===== src/include/gia_pkg.sv =====
package gia_pkg;

    // Register indices as printed; the byte address is four times the index.
    localparam logic [9:0] GIA_IDX_FRAMER_STATUS = 10'h0f9;
    localparam logic [9:0] GIA_IDX_TESTER_STATUS = 10'h0fa;
    localparam logic [9:0] GIA_IDX_LINE_STATUS = 10'h0fb;
    localparam logic [9:0] GIA_IDX_FRAMER_ENABLE = 10'h0fc;
    localparam logic [9:0] GIA_IDX_TESTER_ENABLE = 10'h0fd;
    localparam logic [9:0] GIA_IDX_LINE_ENABLE = 10'h0fe;
    localparam logic [9:0] GIA_IDX_EVENT_STATUS = 10'h0f0;
    localparam logic [9:0] GIA_IDX_EVENT_ENABLE = 10'h0f1;

    // Widths of the address bus and of the register groups.
    localparam int GIA_ADDR_W = 12;
    localparam int GIA_PORTS = 8;
    localparam int GIA_EVENTS = 4;

    // Bit positions inside the event status and event enable registers.
    localparam int GIA_EVT_FRAMER = 0;
    localparam int GIA_EVT_TESTER = 1;
    localparam int GIA_EVT_LINE = 2;
    localparam int GIA_EVT_BUS_ERR = 3;

    // Values after reset.
    localparam logic [7:0] GIA_STATUS_RESET = 8'h00;
    localparam logic [7:0] GIA_ENABLE_RESET = 8'h00;
    localparam logic [3:0] GIA_EVENT_RESET = 4'h0;
    localparam logic [31:0] GIA_RDATA_RESET = 32'h0000_0000;

    // Register selected by a bus address.
    typedef enum logic [3:0] {
        GIA_SEL_FRAMER_STATUS,
        GIA_SEL_TESTER_STATUS,
        GIA_SEL_LINE_STATUS,
        GIA_SEL_FRAMER_ENABLE,
        GIA_SEL_TESTER_ENABLE,
        GIA_SEL_LINE_ENABLE,
        GIA_SEL_EVENT_STATUS,
        GIA_SEL_EVENT_ENABLE,
        GIA_SEL_NONE
    } gia_sel_t;

endpackage


===== src/rtl/gia_top.sv =====
`timescale 1ns/1ps

module gia_top (
    // Clock, reset and clock enable.
    input wire logic clk_i,
    input wire logic rst_n_i,
    input wire logic ce_i,
    // Interrupt levels from the per-port units.
    input wire logic [gia_pkg::GIA_PORTS-1:0] framer_irq_i,
    input wire logic [gia_pkg::GIA_PORTS-1:0] tester_irq_i,
    input wire logic [gia_pkg::GIA_PORTS-1:0] line_unit_irq_i,
    // APB slave.
    input wire logic psel_i,
    input wire logic penable_i,
    input wire logic pwrite_i,
    input wire logic [gia_pkg::GIA_ADDR_W-1:0] paddr_i,
    input wire logic [31:0] pwdata_i,
    input wire logic [3:0] pstrb_i,
    output logic [31:0] prdata_o,
    output logic pready_o,
    output logic pslverr_o,
    // Combined interrupt.
    output logic irq_o
);
    import gia_pkg::*;

    // Register map, as byte addresses on the bus.
    // Each register is one aligned word; only bits 7:0 carry data.
    // The printed register numbers are indices, so the byte address
    // is four times the index and the two low address bits are zero.
    // Index 0f9 holds the framer status, one bit per framer.
    // Index 0fa holds the tester status, one bit per tester.
    // Index 0fb holds the line unit status, one bit per line unit.
    // Index 0fc holds the framer enables.
    // Index 0fd holds the tester enables.
    // Index 0fe holds the line unit enables.
    // Index 0f0 holds the sticky event bits, cleared by writing ones.
    // Index 0f1 holds the event enables.
    // Any other index, or a misaligned address, is refused with an error.

    // Status behaviour.
    // The status bits are not sticky: they copy the unit levels.
    // A unit that drops its level clears its own status bit.
    // Software therefore clears a source at the unit, not here.
    // A write to a status register is accepted without error and dropped.

    // Enable behaviour.
    // A one enables a source and a zero masks it.
    // Every enable bit is zero after reset, so nothing interrupts
    // until software opens the sources that it wants.
    // A write with the low byte strobe off stores zero, by design.

    // Event behaviour.
    // Bits 0 to 2 catch the moment a group gains an enabled source.
    // Bit 3 catches a refused bus access.
    // A new event in the same cycle as its clear wins over the clear,
    // so no event can be lost between a read and the clearing write.

    // Bus timing.
    // The block answers without wait states while the clock is enabled.
    // Read data is captured in the setup cycle and shown in the access
    // cycle, so a status read shows the level seen two cycles earlier.
    // A write takes effect at the edge that ends the access cycle.

    // Clock enable.
    // While the clock enable is low, every register holds its value and
    // the bus gets no ready, so an access cycle waits; a setup cycle spent there captures no read data or error.
    // Reset acts whether or not the clock enable is high.

    // All state of the block.
    typedef struct packed {
        logic [GIA_PORTS-1:0] framer_pending_bit;
        logic [GIA_PORTS-1:0] tester_pending_bit;
        logic [GIA_PORTS-1:0] line_unit_pending_bit;
        logic [GIA_PORTS-1:0] framer_enable_bit;
        logic [GIA_PORTS-1:0] tester_enable_bit;
        logic [GIA_PORTS-1:0] line_unit_enable_bit;
        logic [2:0] group_active;
        logic [GIA_EVENTS-1:0] event_status;
        logic [GIA_EVENTS-1:0] event_enable;
        logic [31:0] rdata;
        logic slverr;
    } gia_state_t;

    gia_state_t state;
    gia_state_t next_state;

    // Maps a byte address to the register it selects; misaligned is unmapped.
    function automatic gia_sel_t gia_decode(input logic [GIA_ADDR_W-1:0] addr);
        logic [9:0] idx;
        idx = addr[GIA_ADDR_W-1:2];
        gia_decode = GIA_SEL_NONE;
        if (addr[1:0] == 2'h0) begin
            unique case (idx)
                GIA_IDX_FRAMER_STATUS: gia_decode = GIA_SEL_FRAMER_STATUS;
                GIA_IDX_TESTER_STATUS: gia_decode = GIA_SEL_TESTER_STATUS;
                GIA_IDX_LINE_STATUS: gia_decode = GIA_SEL_LINE_STATUS;
                GIA_IDX_FRAMER_ENABLE: gia_decode = GIA_SEL_FRAMER_ENABLE;
                GIA_IDX_TESTER_ENABLE: gia_decode = GIA_SEL_TESTER_ENABLE;
                GIA_IDX_LINE_ENABLE: gia_decode = GIA_SEL_LINE_ENABLE;
                GIA_IDX_EVENT_STATUS: gia_decode = GIA_SEL_EVENT_STATUS;
                GIA_IDX_EVENT_ENABLE: gia_decode = GIA_SEL_EVENT_ENABLE;
                default: gia_decode = GIA_SEL_NONE;
            endcase
        end
    endfunction

    // Bus phase and decode of the current address.
    logic setup_phase;
    logic access_phase;
    logic wr_take;
    logic [7:0] wr_byte;
    gia_sel_t sel;

    assign setup_phase = psel_i && !penable_i;
    assign access_phase = psel_i && penable_i;
    assign sel = gia_decode(paddr_i);
    assign wr_take = access_phase && pwrite_i && ce_i && (sel != GIA_SEL_NONE);
    assign wr_byte = pstrb_i[0] ? pwdata_i[7:0] : 8'h00;

    // Enabled sources per group; each group counts as active if any is pending.
    logic [2:0] group_now;
    logic [2:0] group_rise;

    assign group_now[GIA_EVT_FRAMER] =
        |(state.framer_pending_bit & state.framer_enable_bit);
    assign group_now[GIA_EVT_TESTER] =
        |(state.tester_pending_bit & state.tester_enable_bit);
    assign group_now[GIA_EVT_LINE] =
        |(state.line_unit_pending_bit & state.line_unit_enable_bit);
    assign group_rise = group_now & ~state.group_active;

    // Next-state logic for status, enables, events and read data.
    always_comb begin
        logic [GIA_EVENTS-1:0] evt_set;
        logic [GIA_EVENTS-1:0] evt_clr;
        evt_set = '0;
        evt_clr = '0;
        next_state = state;

        // Status bits follow the unit interrupt levels only.
        next_state.framer_pending_bit = framer_irq_i;
        next_state.tester_pending_bit = tester_irq_i;
        next_state.line_unit_pending_bit = line_unit_irq_i;
        next_state.group_active = group_now;

        // Events: a group gains an enabled source, or a bus access is refused.
        evt_set[2:0] = group_rise;
        evt_set[GIA_EVT_BUS_ERR] = access_phase && ce_i && (sel == GIA_SEL_NONE);

        // Register writes; status registers have no write path.
        if (wr_take) begin
            unique case (sel)
                GIA_SEL_FRAMER_ENABLE: begin
                    next_state.framer_enable_bit = wr_byte;
                end
                GIA_SEL_TESTER_ENABLE: begin
                    next_state.tester_enable_bit = wr_byte;
                end
                GIA_SEL_LINE_ENABLE: begin
                    next_state.line_unit_enable_bit = wr_byte;
                end
                GIA_SEL_EVENT_STATUS: begin
                    evt_clr = wr_byte[GIA_EVENTS-1:0];
                end
                GIA_SEL_EVENT_ENABLE: begin
                    next_state.event_enable = wr_byte[GIA_EVENTS-1:0];
                end
                default: begin
                    evt_clr = '0; // Writes to status registers are dropped.
                end
            endcase
        end

        // A new event wins over a clear in the same cycle.
        next_state.event_status = (state.event_status & ~evt_clr) | evt_set;

        // Read data and error are captured in the setup cycle.
        if (setup_phase) begin
            next_state.slverr = (sel == GIA_SEL_NONE);
            next_state.rdata = GIA_RDATA_RESET;
            if (!pwrite_i) begin
                unique case (sel)
                    GIA_SEL_FRAMER_STATUS: begin
                        next_state.rdata[7:0] = state.framer_pending_bit;
                    end
                    GIA_SEL_TESTER_STATUS: begin
                        next_state.rdata[7:0] = state.tester_pending_bit;
                    end
                    GIA_SEL_LINE_STATUS: begin
                        next_state.rdata[7:0] = state.line_unit_pending_bit;
                    end
                    GIA_SEL_FRAMER_ENABLE: begin
                        next_state.rdata[7:0] = state.framer_enable_bit;
                    end
                    GIA_SEL_TESTER_ENABLE: begin
                        next_state.rdata[7:0] = state.tester_enable_bit;
                    end
                    GIA_SEL_LINE_ENABLE: begin
                        next_state.rdata[7:0] = state.line_unit_enable_bit;
                    end
                    GIA_SEL_EVENT_STATUS: begin
                        next_state.rdata[GIA_EVENTS-1:0] = state.event_status;
                    end
                    GIA_SEL_EVENT_ENABLE: begin
                        next_state.rdata[GIA_EVENTS-1:0] = state.event_enable;
                    end
                    default: begin
                        next_state.rdata = GIA_RDATA_RESET;
                    end
                endcase
            end
        end
    end

    // Reset notes.
    // Reset is synchronous and active low.
    // It must be held for at least one rising edge.
    // Only constants are loaded, so the reset values are fixed here.
    // The read data register is cleared too, so a read right after
    // reset without a setup cycle would show zero.
    // The group history is cleared, so a source that is pending and
    // enabled after reset still raises its event bit once.

    // State register with synchronous reset; clock enable freezes all state.
    always_ff @(posedge clk_i) begin
        if (!rst_n_i) begin
            state.framer_pending_bit <= GIA_STATUS_RESET;
            state.tester_pending_bit <= GIA_STATUS_RESET;
            state.line_unit_pending_bit <= GIA_STATUS_RESET;
            state.framer_enable_bit <= GIA_ENABLE_RESET;
            state.tester_enable_bit <= GIA_ENABLE_RESET;
            state.line_unit_enable_bit <= GIA_ENABLE_RESET;
            state.group_active <= 3'h0;
            state.event_status <= GIA_EVENT_RESET;
            state.event_enable <= GIA_EVENT_RESET;
            state.rdata <= GIA_RDATA_RESET;
            state.slverr <= 1'b0;
        end else if (ce_i) begin
            state <= next_state;
        end
    end

    // Output notes.
    // Ready and error are combinational and stand only in the access
    // cycle; the error flag itself was captured in the setup cycle.
    // Read data comes straight from a flip-flop and holds until the
    // next setup cycle.
    // The interrupt is a level: it stays high while any enabled source
    // is pending or any enabled event bit is set.
    // It falls one cycle after the last source drops its level, or
    // right after the write that masks the last source.
    // It is built from registered state only, so it has no glitch
    // path from the bus inputs.

    // Bus answers: zero wait states while the clock is enabled.
    assign pready_o = access_phase && ce_i;
    assign prdata_o = state.rdata;
    assign pslverr_o = access_phase && state.slverr;

    // Level interrupt: enabled unit sources or enabled sticky events.
    assign irq_o = (|group_now) | (|(state.event_status & state.event_enable));

endmodule // gia_top


===== config.mk =====
export PLATFORM = sky130hd
export DESIGN_NAME = gia_top
export DESIGN_NICKNAME = d
export VERILOG_FILES = /design/src/include/gia_pkg.sv /design/src/rtl/gia_top.sv
export SDC_FILE = /design/constraint.sdc
export NUM_CORES = 1
export LEC_CHECK = 0
export BUFFER_PORTS_ARGS = -buffer_cell sky130_fd_sc_hd__buf_2
export CAP_MARGIN = 10
export CORE_MARGIN = 2
export CORE_UTILIZATION = 54
export CTS_BUF_LIST = sky130_fd_sc_hd__clkbuf_4 sky130_fd_sc_hd__clkbuf_8
export DETAILED_ROUTE_END_ITERATION = 12
export PLACE_DENSITY_LB_ADDON = 0.15
export SYNTH_ARGS = -nofsm -noshare
export SYNTH_HDL_FRONTEND = slang
export SYNTH_SLANG_ARGS = --single-unit

===== constraint.sdc =====
create_clock -name clk_i -period 1.95 [get_ports clk_i]
set_input_delay 0.0975 -clock clk_i [delete_from_list [all_inputs] [get_ports clk_i]]
set_output_delay 0.0975 -clock clk_i [all_outputs]
set_load 0.01 [all_outputs]

==> metrics.yaml <==
clocking:
  cts_tree: "done"
  cts_resized: 0
  clock_path_buffers: 2
  clock-sinks: 68
  htreeDepth: 3
  ctsHoldBuffers: 0
  clock_latency_ns: 0.34
  numCtsBuffers: 9
  cts_setup_buffers: 0
  cts.reportedPaths.clkPinSlew_ns: 0.08
  cts_root_buf: "clkbuf_8"
job:
  maxCapViolCount: 0
cells_and_area:
  nets: 533
  drive_gt1_frac: 0.211
  num_antenna_cells: 0
  multi_input_area_um2: 2160
  regArea_um2: 1360
  fillers: 584
  area_delta_synth_final_pct: 11.4
  instances_no_fill: 556
grt:
  grt_usage: 0.252
  grt_pass1_vias: 2845
  grt_max_degree: 70
  grt_pass1_wl_um: 14800
  antenna_found_initial: 0
  grt_remaining_overflow: 0
run_status:
  status: "completed"
setup_path:
  worstSetupStartpointType: "register"
  arrival_ns: 1.50
  cp-end-kind: "primary output"
  path_class: "reg2out"
  crit_fanout: 3
  critPathRequiredTime_ns: 1.85
place:
  dp_hpwl_um: 6960
  pre_cts_ws_ns: 0.0528
  placed_cells: 540
  place_congestion: 0.906
  io_buffers: 61
power_and_ir_drop:
  p_leak_uw: 0.00191
  power.density_nw_per_um2: 697
  peakVddDrop_v: 0.000406
  power_uw: 2950
timing:
  setup_ws_ns: 0.355
  hold_violations: 0
  max_freq_mhz: 627
  tns_ns: 0
  slew_violations: 0
  tightestPinTransition_ns: 0.546
  maxSlewHeadroom: 0.636
  layout_worst_path_cycle_share: 0.818
  setup_viol: 0
  fin_worst_skew_ns: 0.0120
  rsz0062_at_grt: "false"
  min_period_ns: 1.59
routing:
  wl_per_cell_um: 16.9
  dr_total_vias: 3156
  drtIter0Drc: 241
  via_per_inst: 5.68
  routed_wl_um: 9410
  dr.pass1.iters: 5
  ant_nets: 0
  route.detailed.drc: 0
yosys:
  synth_area_per_cell_um2: 9.28
  synth-edff-count: 0
  ys_seq_elements: 68
  ys.flop_type: "dfxtp_1"
  synth_warnings: 0
  synth.cell_area_um2: 3800
  syn_inst: 409
  synth-async-reset-ratio: 0
  yosysSeqAreaShare: 0.359
  synth.distinct_cells: 54
die:
  ios: 113
  fp.dieW_um: 87.8
  num_rows: 30
  die_h_um: 87.8
  core_um2: 6790
  dieArea_um2: 7720
  initial_core_util: 0.559
worst_hold_path:
  hold_path_class: "in2reg"
[path summary, 6_finish.rpt]
path | slack, ns | startpoint | cells after the start | end
max reg2reg | 0.61 | state[86] | 5 | prdata_o[2]
min reg2reg | 0.44 | state[43] | 1 | state[39]
max | 0.36 | state[68] | 4 | irq_o
min | 0.01 | tester_irq_i[1] | 3 | state[77]
[cell usage in the layout, fill, tap and decap left out, types with 10 or more instances in the layout]
cell type	Yosys	routed
conb_1	1	24
o21ai_0	11	11
clkbuf_8	0	10
buf_2	6	61
dfxtp_1	68	68
mux2i_1	55	55
nor2_1	15	15
a22oi_1	23	23
and2_1	11	11
nand2_1	12	12
nor2b_1	56	56
[layout make-up]
class / count / share of cell area
Multi-Input combinational cell: 305 / 0.510
Sequential cell: 68 / 0.322
Timing Repair Buffer: 70 / 0.0911
Clock buffer: 12 / 0.0361
Tap cell: 96 / 0.0284
Clock inverter: 4 / 0.0115
Inverter: 1 / 0.000888
[flip-flops by register name, indices dropped and copies added (netlist names)]
name	cells
state	60
prdata_o	8
[critical path, stage by stage, from the launching register on]
cell and delay [ns]:
dfxtp_1 0.38, a22oi_1 0.17, and4_1 0.32, nand4_1 0.12, buf_2 0.16
[logic make-up after synthesis]
group,synth area share
mux,0.148
flops,0.359
compound gates,0.151
other cells,0.000988
simple gates,0.245
buf+inv,0.0959
[Yosys cell counts, types with 2 or more instances]
master | count | area [um2]
dfxtp_1 | 68 | 1360
nor2b_1 | 56 | 350
mux2i_1 | 55 | 551
buf_4 | 34 | 255
a22oi_1 | 23 | 173
nor2_1 | 15 | 56.3
clkbuf_1 | 14 | 52.6
nand2_1 | 12 | 45.0
and2_1 | 11 | 68.8
o21ai_0 | 11 | 55.1
a21oi_1 | 9 | 45.0
nand4_1 | 9 | 56.3
a211oi_1 | 6 | 45.0
and3_1 | 6 | 37.5
buf_2 | 6 | 30.0
nand3_1 | 6 | 30.0
and4_1 | 5 | 43.8
nand2b_1 | 4 | 25.0
o2bb2ai_1 | 4 | 35.0
a22o_1 | 3 | 26.3
and3b_1 | 3 | 26.3
buf_1 | 3 | 11.3
nor3_1 | 3 | 15.0
o211a_1 | 3 | 30.0
o211ai_1 | 3 | 22.5
o22ai_1 | 3 | 18.8
o31ai_1 | 3 | 22.5
nand3b_1 | 2 | 15.0
nor4b_1 | 2 | 17.5
o21bai_1 | 2 | 15.0
or3_1 | 2 | 12.5
[per-stage QoR]
stage / hold WS (ns) / instance area [um2] / utilization
5_1_grt: 0.0231 / 4230 / 0.622
6_report: 0.0122 / 4230 / 0.622
2_1_floorplan: 0.267 / 3880 / -
3_5_place_dp: 0.364 / 4030 / 0.593
3_3_place_gp: 0.353 / 4030 / 0.593
4_1_cts: 0.00407 / 4230 / 0.622
[power by group]
| group | total, uW | switching (uW) | internal (uW) |
|---|---|---|---|
| clock | 1180 | 531 | 653 |
| combinational | 305 | 172 | 133 |
| sequential | 1460 | 35.8 | 1420 |
| total | 2950 | 738 | 2210 |
[per-layer routing]
layer | vias up | GRT usage | part of all wire
li1 | 1518 | - | -
met1 | 1484 | 0.342 | 0.45
met2 | 135 | 0.409 | 0.46
met3 | 19 | 0.0368 | 0.061
met4 | 0 | 0.0895 | 0.021
met5 | - | 0 | 0
Note: power is estimated with default switching activity, not from simulation.
